$ cat src/core/rtcc_pkg.sv
/*
  Shared constants of the calendar counter chain: register byte
  addresses, field masks, control bits, BCD limits and timing.
  Assumes a single 40 MHz system clock and a 32-bit AHB-Lite bus.
*/
package rtcc_pkg;

  // ----------------------------------------------------------------
  // timing
  // ----------------------------------------------------------------
  localparam int unsigned CLK_HZ = 40000000;
  localparam int unsigned DIV_BASE_HZ = 128; // twice the 64 Hz tap
  localparam int unsigned TICK_CYCLES = CLK_HZ / DIV_BASE_HZ;
  localparam int TICK_W = 19;

  // ----------------------------------------------------------------
  // register byte addresses
  // ----------------------------------------------------------------
  localparam logic [7:0] ADDR_DIV = 8'h00;
  localparam logic [7:0] ADDR_SEC = 8'h04;
  localparam logic [7:0] ADDR_MIN = 8'h08;
  localparam logic [7:0] ADDR_HOUR = 8'h0c;
  localparam logic [7:0] ADDR_WDAY = 8'h10;
  localparam logic [7:0] ADDR_DATE = 8'h14;
  localparam logic [7:0] ADDR_MONTH = 8'h18;
  localparam logic [7:0] ADDR_YEAR = 8'h1c;
  localparam logic [7:0] ADDR_CTRL = 8'h20;

  // ----------------------------------------------------------------
  // implemented bits of each register, others read zero
  // ----------------------------------------------------------------
  localparam logic [7:0] MASK_DIV = 8'h7f;
  localparam logic [7:0] MASK_SEC = 8'h7f;
  localparam logic [7:0] MASK_MIN = 8'h7f;
  localparam logic [7:0] MASK_HOUR = 8'h3f;
  localparam logic [7:0] MASK_WDAY = 8'h07;
  localparam logic [7:0] MASK_DATE = 8'h3f;
  localparam logic [7:0] MASK_MONTH = 8'h1f;
  localparam logic [7:0] MASK_YEAR = 8'hff;

  // ----------------------------------------------------------------
  // control register bits
  // ----------------------------------------------------------------
  localparam int CTRL_START = 0;
  localparam int CTRL_RESET = 1;
  localparam int CTRL_ADJ = 2;
  localparam logic CTRL_START_RST = 1'b0;

  // ----------------------------------------------------------------
  // counter limits (BCD; DIV_FULL is binary)
  // ----------------------------------------------------------------
  localparam logic [7:0] BCD_ZERO = 8'h00;
  localparam logic [7:0] BCD_ONE = 8'h01;
  localparam logic [7:0] BCD_HALF_MIN = 8'h30;
  localparam logic [7:0] SEC_MAX = 8'h59;
  localparam logic [7:0] HOUR_MAX = 8'h23;
  localparam logic [7:0] YEAR_MAX = 8'h99;
  localparam logic [7:0] MONTH_MAX = 8'h12;
  localparam logic [7:0] MONTH_FEB = 8'h02;
  localparam logic [7:0] MONTH_APR = 8'h04;
  localparam logic [7:0] MONTH_JUN = 8'h06;
  localparam logic [7:0] MONTH_SEP = 8'h09;
  localparam logic [7:0] MONTH_NOV = 8'h11;
  localparam logic [7:0] DAYS_28 = 8'h28;
  localparam logic [7:0] DAYS_29 = 8'h29;
  localparam logic [7:0] DAYS_30 = 8'h30;
  localparam logic [7:0] DAYS_31 = 8'h31;
  localparam logic [2:0] WDAY_MAX = 3'h6;
  localparam logic [6:0] DIV_FULL = 7'h7f;
  localparam logic [3:0] BCD_NINE = 4'h9;

  // ----------------------------------------------------------------
  // bus encodings
  // ----------------------------------------------------------------
  localparam logic [1:0] HTRANS_NONSEQ = 2'h2;
  localparam logic HRESP_OKAY = 1'b0;

endpackage

$ cat src/core/rtcc_bcd_cnt.sv
/*
  Two-digit BCD counter with load, wrap and carry.
  Assumes in-range BCD values from software; holds no reset so the
  count survives system resets.
*/
`timescale 1ns/1ps
module rtcc_bcd_cnt import rtcc_pkg::*; (
  input wire logic mclk,
  input wire logic inc,
  input wire logic wr_en,
  input wire logic [7:0] wr_data,
  input wire logic [7:0] mask,
  input wire logic [7:0] min_val,
  input wire logic [7:0] max_val,
  output logic [7:0] count,
  output logic carry
);

  logic [7:0] count_reg;
  logic [7:0] count_next;

  // ------------------------------------------------------------------
  // next count: load wins over increment
  // ------------------------------------------------------------------
  always_comb begin
    count_next = count_reg;
    if (wr_en) begin
      count_next = wr_data & mask;
    end else if (inc) begin
      if (count_reg == max_val) begin
        count_next = min_val;
      end else if (count_reg[3:0] == BCD_NINE) begin
        count_next = {count_reg[7:4] + 4'h1, 4'h0};
      end else begin
        count_next = {count_reg[7:4], count_reg[3:0] + 4'h1};
      end
    end
  end

  // no reset: the count is kept through every reset
  always_ff @(posedge mclk) begin
    count_reg <= count_next;
  end

  assign count = count_reg;
  assign carry = inc && !wr_en && (count_reg == max_val);

  // ------------------------------------------------------------------
  // checks
  // ------------------------------------------------------------------
  chk_wrap_min: assert property (@(posedge mclk)
    inc && !wr_en && count_reg == max_val |=> count_reg == $past(min_val))
    else $error("counter did not wrap to its low bound");

  chk_unused_zero: assert property (@(posedge mclk)
    wr_en |=> (count_reg & ~$past(mask)) == 8'h00)
    else $error("unimplemented counter bits not zero");

endmodule

$ cat src/core/rtcc_top.sv
/*
  Calendar counter chain with AHB-Lite register access.
  // How it works
  // - divider reads bit7 zero, bits 6..0 are taps 64 Hz to 1 Hz
  // - setting reset or adjust bit clears the divider to zero
  // - divider and calendar counters keep values through all resets
  // - seconds count up once per divider one-second carry
  // - seconds: tens bits 6..4, units 3..0, 00..59, bit7 zero
  // - minutes step on seconds carry, 00..59, bit7 zero
  // - hours step on minutes carry, 00..23, bits 7..6 zero
  // - weekday steps daily, 0 Sunday to 6 Saturday, bits 7..3 zero
  // - date steps daily, 01..31, tens bits 5..4, bits 7..6 zero
  // - month steps on date carry, tens in bit4, bits 7..5 zero
  // - month carry steps year; year divisible by four is leap
  Assumes one 40 MHz clock, a single AHB-Lite master and zero waits.
*/
// The register offsets and the AHB-Lite slave port are this design's own decisions.
`timescale 1ns/1ps
module rtcc_top import rtcc_pkg::*; #(
  parameter int unsigned TICK_DIV = TICK_CYCLES
) (
  input wire logic mclk,
  input wire logic reset_n,
  input wire logic hsel,
  input wire logic [31:0] haddr,
  input wire logic [1:0] htrans,
  input wire logic hwrite,
  input wire logic [2:0] hsize,
  input wire logic [31:0] hwdata,
  input wire logic hready,
  output logic hreadyout,
  output logic hresp,
  output logic [31:0] hrdata
);

  // ------------------------------------------------------------------
  // bus address phase capture
  // ------------------------------------------------------------------
  logic wr_pend_reg;
  logic wr_pend_next;
  logic [7:0] wr_addr_reg;
  logic [7:0] wr_addr_next;
  logic [31:0] hrdata_reg;
  logic [31:0] hrdata_next;
  logic addr_take;
  logic [7:0] rd_mux;

  // ------------------------------------------------------------------
  // control and divider state
  // ------------------------------------------------------------------
  logic start_reg;
  logic start_next;
  logic [TICK_W-1:0] pre_reg;
  logic [TICK_W-1:0] pre_next;
  logic [6:0] div_reg;
  logic [6:0] div_next;
  logic [2:0] wday_reg;
  logic [2:0] wday_next;
  logic tick;
  logic div_clr;
  logic thirty_second_adjust_bit;
  logic sec_tick;

  // ------------------------------------------------------------------
  // counter chain wires
  // ------------------------------------------------------------------
  logic wr_sec;
  logic wr_min;
  logic wr_hour;
  logic wr_wday;
  logic wr_date;
  logic wr_month;
  logic wr_year;
  logic [7:0] wdata8;
  logic [7:0] sec_wdata;
  logic [7:0] sec_q;
  logic [7:0] min_q;
  logic [7:0] hour_q;
  logic [7:0] date_q;
  logic [7:0] month_q;
  logic [7:0] year_q;
  logic sec_carry;
  logic min_inc;
  logic min_carry;
  logic hour_carry;
  logic date_carry;
  logic month_carry;
  logic leap;
  logic [7:0] days_in_month;
  logic ctrl_wr;

  assign addr_take = hsel && hready && (htrans == HTRANS_NONSEQ);
  assign hreadyout = 1'b1;
  assign hresp = HRESP_OKAY;
  assign hrdata = hrdata_reg;
  assign wdata8 = hwdata[7:0];

  // data-phase write strobes per register
  assign ctrl_wr = wr_pend_reg && (wr_addr_reg == ADDR_CTRL);
  assign wr_min = wr_pend_reg && (wr_addr_reg == ADDR_MIN);
  assign wr_hour = wr_pend_reg && (wr_addr_reg == ADDR_HOUR);
  assign wr_wday = wr_pend_reg && (wr_addr_reg == ADDR_WDAY);
  assign wr_date = wr_pend_reg && (wr_addr_reg == ADDR_DATE);
  assign wr_month = wr_pend_reg && (wr_addr_reg == ADDR_MONTH);
  assign wr_year = wr_pend_reg && (wr_addr_reg == ADDR_YEAR);

  // reset and adjust are write-one actions, never stored
  assign div_clr = ctrl_wr && (hwdata[CTRL_RESET] || hwdata[CTRL_ADJ]);
  assign thirty_second_adjust_bit = ctrl_wr && hwdata[CTRL_ADJ];

  // ------------------------------------------------------------------
  // read mux, unmapped addresses read zero
  // ------------------------------------------------------------------
  always_comb begin
    case (haddr[7:0])
      ADDR_DIV: rd_mux = {1'b0, div_reg};
      ADDR_SEC: rd_mux = sec_q;
      ADDR_MIN: rd_mux = min_q;
      ADDR_HOUR: rd_mux = hour_q;
      ADDR_WDAY: rd_mux = {5'h00, wday_reg};
      ADDR_DATE: rd_mux = date_q;
      ADDR_MONTH: rd_mux = month_q;
      ADDR_YEAR: rd_mux = year_q;
      ADDR_CTRL: rd_mux = {7'h00, start_reg};
      default: rd_mux = 8'h00;
    endcase
  end

  // bus next state
  always_comb begin
    wr_pend_next = addr_take && hwrite;
    wr_addr_next = addr_take ? haddr[7:0] : wr_addr_reg;
    hrdata_next = hrdata_reg;
    if (addr_take && !hwrite) begin
      hrdata_next = {24'h000000, rd_mux};
    end
  end

  always_ff @(posedge mclk or negedge reset_n) begin
    if (!reset_n) begin
      wr_pend_reg <= 1'b0;
      wr_addr_reg <= 8'h00;
      hrdata_reg <= 32'h00000000;
    end else begin
      wr_pend_reg <= wr_pend_next;
      wr_addr_reg <= wr_addr_next;
      hrdata_reg <= hrdata_next;
    end
  end

  // ------------------------------------------------------------------
  // start bit and 128 Hz prescaler
  // ------------------------------------------------------------------
  assign tick = start_reg && (pre_reg == TICK_W'(TICK_DIV - 1));

  always_comb begin
    start_next = ctrl_wr ? hwdata[CTRL_START] : start_reg;
    pre_next = pre_reg;
    if (div_clr || !start_reg || tick) begin
      pre_next = '0;
    end else begin
      pre_next = pre_reg + TICK_W'(1);
    end
  end

  always_ff @(posedge mclk or negedge reset_n) begin
    if (!reset_n) begin
      start_reg <= CTRL_START_RST;
      pre_reg <= '0;
    end else begin
      start_reg <= start_next;
      pre_reg <= pre_next;
    end
  end

  // ------------------------------------------------------------------
  // divider taps; bit n toggles at 64 Hz >> n
  // ------------------------------------------------------------------
  assign sec_tick = tick && !div_clr && (div_reg == DIV_FULL);

  always_comb begin
    div_next = div_reg;
    if (div_clr) begin
      div_next = 7'h00;
    end else if (tick) begin
      div_next = div_reg + 7'h01;
    end
  end

  // unreset so the divider survives system resets
  always_ff @(posedge mclk) begin
    div_reg <= div_next;
  end

  // ------------------------------------------------------------------
  // seconds, with the 30-second adjust folded in
  // ------------------------------------------------------------------
  assign wr_sec = (wr_pend_reg && (wr_addr_reg == ADDR_SEC)) || thirty_second_adjust_bit;
  assign sec_wdata = thirty_second_adjust_bit ? BCD_ZERO : wdata8;
  assign min_inc = sec_carry || (thirty_second_adjust_bit && (sec_q >= BCD_HALF_MIN));

  rtcc_bcd_cnt u_sec (
    .mclk(mclk),
    .inc(sec_tick),
    .wr_en(wr_sec),
    .wr_data(sec_wdata),
    .mask(MASK_SEC),
    .min_val(BCD_ZERO),
    .max_val(SEC_MAX),
    .count(sec_q),
    .carry(sec_carry)
  );

  rtcc_bcd_cnt u_min (
    .mclk(mclk),
    .inc(min_inc),
    .wr_en(wr_min),
    .wr_data(wdata8),
    .mask(MASK_MIN),
    .min_val(BCD_ZERO),
    .max_val(SEC_MAX),
    .count(min_q),
    .carry(min_carry)
  );

  rtcc_bcd_cnt u_hour (
    .mclk(mclk),
    .inc(min_carry),
    .wr_en(wr_hour),
    .wr_data(wdata8),
    .mask(MASK_HOUR),
    .min_val(BCD_ZERO),
    .max_val(HOUR_MAX),
    .count(hour_q),
    .carry(hour_carry)
  );

  // ------------------------------------------------------------------
  // weekday, binary 0..6
  // ------------------------------------------------------------------
  always_comb begin
    wday_next = wday_reg;
    if (wr_wday) begin
      wday_next = wdata8[2:0];
    end else if (hour_carry) begin
      wday_next = (wday_reg == WDAY_MAX) ? 3'h0 : wday_reg + 3'h1;
    end
  end

  always_ff @(posedge mclk) begin
    wday_reg <= wday_next;
  end

  // ------------------------------------------------------------------
  // month length and leap year
  // ------------------------------------------------------------------
  // year is leap when tens even and units 0,4,8 or tens odd and 2,6
  always_comb begin
    if (year_q[4]) begin
      leap = (year_q[3:0] == 4'h2) || (year_q[3:0] == 4'h6);
    end else begin
      leap = (year_q[3:0] == 4'h0) || (year_q[3:0] == 4'h4) ||
             (year_q[3:0] == 4'h8);
    end
  end

  always_comb begin
    case (month_q)
      MONTH_FEB: days_in_month = leap ? DAYS_29 : DAYS_28;
      MONTH_APR: days_in_month = DAYS_30;
      MONTH_JUN: days_in_month = DAYS_30;
      MONTH_SEP: days_in_month = DAYS_30;
      MONTH_NOV: days_in_month = DAYS_30;
      default: days_in_month = DAYS_31;
    endcase
  end

  rtcc_bcd_cnt u_date (
    .mclk(mclk),
    .inc(hour_carry),
    .wr_en(wr_date),
    .wr_data(wdata8),
    .mask(MASK_DATE),
    .min_val(BCD_ONE),
    .max_val(days_in_month),
    .count(date_q),
    .carry(date_carry)
  );

  rtcc_bcd_cnt u_month (
    .mclk(mclk),
    .inc(date_carry),
    .wr_en(wr_month),
    .wr_data(wdata8),
    .mask(MASK_MONTH),
    .min_val(BCD_ONE),
    .max_val(MONTH_MAX),
    .count(month_q),
    .carry(month_carry)
  );

  rtcc_bcd_cnt u_year (
    .mclk(mclk),
    .inc(month_carry),
    .wr_en(wr_year),
    .wr_data(wdata8),
    .mask(MASK_YEAR),
    .min_val(BCD_ZERO),
    .max_val(YEAR_MAX),
    .count(year_q),
    .carry()
  );

  // ------------------------------------------------------------------
  // checks
  // ------------------------------------------------------------------
  chk_div_clear: assert property (@(posedge mclk) disable iff (!reset_n)
    div_clr |=> div_reg == 7'h00 && sec_q == $past(sec_q) || $past(thirty_second_adjust_bit))
    else $error("divider not cleared by reset or adjust");

  chk_sec_from_div: assert property (@(posedge mclk)
    disable iff (!reset_n)
    sec_tick && !wr_sec |=> div_reg == 7'h00 && sec_q != $past(sec_q))
    else $error("seconds did not step on divider carry");

  chk_div_halt: assert property (@(posedge mclk) disable iff (!reset_n)
    !start_reg && !div_clr |=> $stable(div_reg))
    else $error("divider moved while stopped");

  chk_min_step: assert property (@(posedge mclk) disable iff (!reset_n)
    sec_carry && !wr_min && min_q == SEC_MAX |=> min_q == BCD_ZERO)
    else $error("minutes did not wrap on seconds carry");

  chk_hour_wrap: assert property (@(posedge mclk) disable iff (!reset_n)
    min_carry && !wr_hour && hour_q == HOUR_MAX |=> hour_q == BCD_ZERO
    ##0 wday_reg != $past(wday_reg) || $past(wr_wday))
    else $error("hours did not wrap or weekday did not step");

  chk_wday_wrap: assert property (@(posedge mclk) disable iff (!reset_n)
    hour_carry && !wr_wday && wday_reg == WDAY_MAX |=> wday_reg == 3'h0)
    else $error("weekday did not wrap to Sunday");

  chk_feb_leap: assert property (@(posedge mclk) disable iff (!reset_n)
    hour_carry && !wr_date && month_q == MONTH_FEB && date_q == DAYS_28
    && leap |=> date_q == DAYS_29)
    else $error("leap February ended on the 28th");

  chk_month_wrap: assert property (@(posedge mclk) disable iff (!reset_n)
    date_carry && !wr_month && !wr_year && month_q == MONTH_MAX
    |=> month_q == BCD_ONE && year_q != $past(year_q))
    else $error("month did not wrap to 01 with year step");

endmodule

$ cat config.mk
export PLATFORM = sky130hd
export DESIGN_NAME = rtcc_top
export DESIGN_NICKNAME = d
export VERILOG_FILES = /design/src/core/rtcc_pkg.sv /design/src/core/rtcc_bcd_cnt.sv /design/src/core/rtcc_top.sv
export SDC_FILE = /design/constraint.sdc
export NUM_CORES = 1
export LEC_CHECK = 0
export BUFFER_PORTS_ARGS = -buffer_cell sky130_fd_sc_hd__buf_2
export CORE_MARGIN = 5
export CORE_UTILIZATION = 60
export CTS_CLUSTER_DIAMETER = 30
export DETAILED_ROUTE_END_ITERATION = 8
export PLACE_DENSITY = 0.85
export SLEW_MARGIN = 30
export SYNTH_ARGS = -nofsm -noshare
export SYNTH_HDL_FRONTEND = slang
export SYNTH_SLANG_ARGS = --single-unit
export TNS_END_PERCENT = 1
$ cat constraint.sdc
create_clock -name mclk -period 4.6 [get_ports mclk]
set_input_delay 0 -clock mclk [delete_from_list [all_inputs] [get_ports mclk]]
set_output_delay 0 -clock mclk [all_outputs]
set_load 0.02 [all_outputs]
Word level (Yosys, flattened, before mapping)

Cells that the tools add are included.

Muxes and demuxes: 33
Reduce and logical (&&, ||, !) cells: 76
Eq/ne operators: 41
$lt $le $gt $ge: 1
Add/sub/neg operators: 15

Operators by type and width:

| cell                                                             | number |
|---|---|
| 8-bit 2-to-1 mux                                                 | 14 |
| 8-bit by 5-bit == test with 1-bit output (second input constant) | 10 |
| 8-bit one-hot mux with 9 select lines                            | 1 |
| 4-bit by 1-bit adder with 4-bit output (second input constant)   | 12 |
| 8-bit by 4-bit == test with 1-bit output (second input constant) | 5 |
| 7-bit 2-to-1 mux                                                 | 5 |
| 8-bit by 3-bit == test with 1-bit output (second input constant) | 4 |
| 4-bit == test (second input constant)                            | 7 |
| 1-bit logical AND                                                | 28 |
| 8-bit by 6-bit == test with 1-bit output (second input constant) | 3 |
| 6-bit 2-to-1 mux                                                 | 4 |
| 2-bit nonzero test                                               | 12 |
| 2-bit AND reduction                                              | 11 |
| 19-bit by 1-bit adder with 19-bit output (second input constant) | 1 |
| 19-bit == test (second input constant)                           | 1 |
| 19-bit 2-to-1 mux                                                | 1 |
| 3-bit nonzero test                                               | 6 |
| 8-bit by 7-bit == test with 1-bit output (second input constant) | 2 |
| 5-bit 2-to-1 mux                                                 | 2 |
| 5-bit one-hot mux with 2 select lines                            | 1 |
| 3-bit 2-to-1 mux                                                 | 3 |
| 4-bit by 3-bit == test with 1-bit output (second input constant) | 2 |
| 8-bit by 2-bit == test with 1-bit output (second input constant) | 1 |
| 8-bit by 6-bit == test with 1-bit output                         | 1 |
| 14 further kinds                                                 | 29 |

Bits in registers: 95

Logic depth before layout (Yosys ltp)

Depth after elaboration: 19
Gate-level depth with buffers: 9
Mapped depth without buffers: 9

Hierarchy

Synthesis repeated with hierarchy kept, for this count alone.

Cell total of the unflattened synthesis: 778
Area, all modules: 7,551.0 um^2

Modules (own cells, without submodules):

| module       | cells an instance | sequential area each (um^2) | instances | area an instance (um^2) |
|---|---|---|---|---|
| rtcc_bcd_cnt | 71                | 240.2                       | 6         | 699.4 |
| rtcc_top     | 352               | 1,156.1                     | 1         | 3,354.5 |

Least setup slack after synthesis

No wires, ideal clock.

Kind: register -> register
Start: register u_month.count_reg[4] (netlist: u_month.count[4])
End: register u_year.count_reg[4] (netlist: u_year.count[4]) (enable)
Library setup time: 0.335 ns
Arrival time: 2.548 ns
Slack: 1.717 ns
Path buffers: 0
Cell stages (with the launch flop): 10
Clock period less this slack: 2.883 ns
Path through: edfxtp_1 -> inv_1 -> ha_1 -> or3b_1 -> nand4bb_1 -> a211oi_1 -> mux2i_1 -> nor4_2 -> nand3_1 -> o21ai_1

Longest elaborated chain between the ends: 9
Elaborated cells between the ends (all ways): 14
Classes of those cells: eq/ne (7); mux (1); reduce/logical (6)

RTL lines:

| item                                                             | line               | text |
|---|---|---|
| start: declaration                                               | rtcc_bcd_cnt.sv:19 | `logic [7:0] count_reg;` |
| start signal: assignment                                         | rtcc_bcd_cnt.sv:42 | `count_reg <= count_next;` |
| 8-bit by 5-bit == test with 1-bit output (tied with other cells) | rtcc_top.sv:268    | `case (month_q)` |
| 4-bit OR reduction (no source line)                              | n/a                |  |
| 5-bit one-hot mux with 2 select lines                            | rtcc_top.sv:268    |  |
| 8-bit by 6-bit == test with 1-bit output                         | rtcc_bcd_cnt.sv:46 | `assign carry = inc && !wr_en && (count_reg == max_val);` |
| 1-bit logical AND (2 in a row)                                   | rtcc_bcd_cnt.sv:46 |  |
| 1-bit logical AND (*)                                            | rtcc_bcd_cnt.sv:46 |  |
| 2-bit nonzero test (no source line) (*)                          | n/a                |  |
| 2-bit AND reduction (no source line) (*)                         | n/a                |  |
| end signal: assignment                                           | rtcc_bcd_cnt.sv:42 |  |
| end: declaration                                                 | rtcc_bcd_cnt.sv:19 |  |

Every way passes the cells marked *; elsewhere a longest branch is shown, timed or not.
A chain may end at the register's enable or synchronous reset.

Final worst setup path

Ends and elaborated chain as after synthesis.

==> results.cfg <==
[placed_design]
post_dp_cell_area_um2 = 6021
dp_hpwl_um = 10850
place_inst = 782
gp_congestion = 0.9506
portBuffers = 30

[grt]
grt_pass1_wl_um = 23820
grtUsageTotal_pct = 25.79
grt_antenna_before_repair = 0
grt_pass1_vias = 4814
grt_start_max_net_pins = 38
overflow = 0

[route]
dr.pass1.iters = 6
vias_per_cell = 6.181
drt_iter0_drc = 621
wire_per_inst_um = 18.30
wirelength_um = 14790
ant_nets = 0
drc = 0
num_vias = 4994

[outcome]
outcome = completed

[die]
initial_utilization_pct = 60.88
rows = 36
core-area_um2 = 9639
die_h_um = 108.9
dieArea_um2 = 11860
io_pins = 108
die_w_um = 108.9

[final_layout]
stdcell_count = 808
fin_util_pct = 65.43
largest_reg_flops = 19
nNetsFinal = 765
final_cell_area_um2 = 6307
antenna_cells = 0
final_layout_size_suffix_gt1_share_pct = 11.11
area_growth_pct = 7.484

[worst_setup_path]
worstPathMaxFanout = 7
slowest_delay_ns = 0.69
crit_family = simple AND/OR/NAND/NOR gates
critical_path.cell_chain = inv_1 -> ha_1 -> or3b_1 -> nand4bb_1 -> a211oi_1 -> mux2i_1 -> nor4_2 -> nand3_1 -> o21ai_1
cp-start-kind = flip-flop
path_buf_inv = 1
cp_slowest_cell = nor4_2
arrival_ns = 3.55
critPathRequiredTime_ns = 4.63
path_class = reg -> reg
end_kind = flip-flop

[clock_network]
cts_tree = built
clock-sinks = 95
worstSkewPairLatency_ns = 0.38
clkTransAtPathRegs_ns = 0.10
hold_buffers = 10
htree_levels = 3
post_cts_buffers = 0
numCtsBuffers = 9
clockBufferDepth = 2
cts_resized = 0
cts-root-buf = clkbuf_8

[synthesis]
ys_seq_elements = 95
yosysSeqAreaShare_pct = 42.73
synth_edf_count = 42
syn_area_um2 = 5868
avgSynthCellArea_um2 = 9.169
yosysWarnings = 0
synthFlopType = edfxtp_1
ys_types = 62
synth-async-reset-ratio_pct = 38.95
synthCells = 640

[timing]
skew_ns = 0.02388
drv_slew = 0
period_needed_ns = 3.514
final_hold_viol_count = 0
fmax_ghz = 0.2846
worstMarginPinSlew_ns = 0.8115
setup-violations-final = 0
finalCritPeriodShare_pct = 76.39
maxSlewHeadroom_pct = 45.90
fin_tns_setup_ns = 0
rsz0062_at_grt = false

[run]
maxCapViolations = 0

[power]
p_per_area_nw_per_um2 = 276.4
peakVddDrop_uv = 248.1
power.leakage_uw = 0.002587

[worst_hold_path]
hold_path.class = in -> reg
==> path summary, 6_finish.rpt <==
path                                       startpoint                   endpoint  slack, ns  depth (start not counted)
max                        u_month.count[4]$_DFFE_PP_  u_year.count[4]$_DFFE_PP_       1.09                          9
min                                         hwdata[4]  u_hour.count[4]$_DFFE_PP_      0.006                          3
max reg2reg                u_month.count[4]$_DFFE_PP_  u_year.count[4]$_DFFE_PP_       1.09                          9
min reg2reg                      pre_reg[0]$_DFF_PN0_       pre_reg[0]$_DFF_PN0_       0.49                          1
max in group asynchronous                     reset_n       pre_reg[7]$_DFF_PN0_       3.84                          2
min in group asynchronous                     reset_n      hrdata[1]$_DFFE_PN0P_       0.23                          2
==> cell usage after synthesis (5+ instances only) <==
master,instances,share of area [%]
dfrtp_1,37,16
nor2_1,61,3.9
dfxtp_1,16,5.5
nand3_1,36,3.1
o31ai_1,9,1.2
ha_1,21,4.5
clkbuf_1,18,1.2
and3_1,9,0.96
a21oi_1,24,2.0
mux2_2,12,2.3
nand3b_1,7,0.90
buf_4,26,3.3
nand4b_1,5,0.75
edfxtp_1,42,21
or3_1,5,0.53
inv_1,35,2.2
nand2_1,69,4.4
xnor2_1,23,3.4
xor2_1,17,2.5
and2_1,5,0.53
a22oi_1,15,1.9
nand4_1,12,1.3
nor3_1,8,0.68
o22ai_1,5,0.53
mux2i_1,6,1.0
o21ai_0,41,3.5
==> metrics by stage <==
| stage | power [uW] | hold WS (ns) | setup slack [ns] |
|---|---|---|---|
| after floorplan | 1156 | -0.2956 | 1.717 |
| after global placement | 1202 | 0.1134 | 1.264 |
| after detailed placement | 1216 | 0.1297 | 1.143 |
| after CTS | 1737 | 0.003980 | 1.135 |
| after global routing | 1819 | 0.01586 | 0.7697 |
| final | 1743 | 0.005906 | 1.086 |
==> placed cells by master (no fill, tap or decap), drive strengths merged, types with 15 or more instances in the layout <==
master  netlist  final
a21oi        24     24
a22oi        15     15
buf          31     34
conb          2     26
dfrtp        37     37
dfxtp        16     16
edfxtp       42     42
ha           21     21
inv          35     40
nand2        69     69
nand3        36     36
nor2         61     61
o21ai        43     43
xnor2        23     23
xor2         17     17
==> layer usage <==
metal / part of all wire [%] / up-vias / global-route usage [%]
li1: - / 2314 / -
met1: 38 / 2381 / 32.33
met2: 51 / 243 / 43.51
met3: 7.8 / 56 / 3.730
met4: 3.9 / 0 / 12.80
met5: 0 / - / 0
==> cell families (layout without fill, tap and decap cells) <==
kind of cell,Yosys count,count (layout),synth area share [%]
simple gates,256,256,22.67
compound gates,124,124,13.62
flops,95,95,42.73
buf+inv,84,95,7.079
xor+xnor,40,40,5.970
fa+ha+maj,21,21,4.478
mux,18,18,3.326
other cells,2,26,0.1280
==> final cells by class <==
type                            instances  area [um^2]
Inverter                               35        131.4
Timing Repair Buffer                   44        280.3
Fill cell                             777         3332
Clock inverter                          6        51.30
Multi-Input combinational cell        485         3043
Tap cell                              133        166.4
Sequential cell                        95         2507
Clock buffer                           10        127.6
==> report_power, final <==
part / switching [uW] / total, uW / leakage [uW] / internal, uW
clock: 327 / 535 / 0.0000916 / 207
sequential: 56.7 / 987 / 0.000996 / 930
combinational: 137 / 222 / 0.00150 / 85.3
total: 520 / 1740 / 0.00259 / 1220
==> worst min-delay path: cells and delay by family <==
family / cells / cell delay (ns)
AOI/OAI and AO/OA: 1 / 0.06
buffers and inverters: 1 / 0.15
and+or+nand+nor: 1 / 0.06
Note: power is estimated with default switching activity, not from simulation.
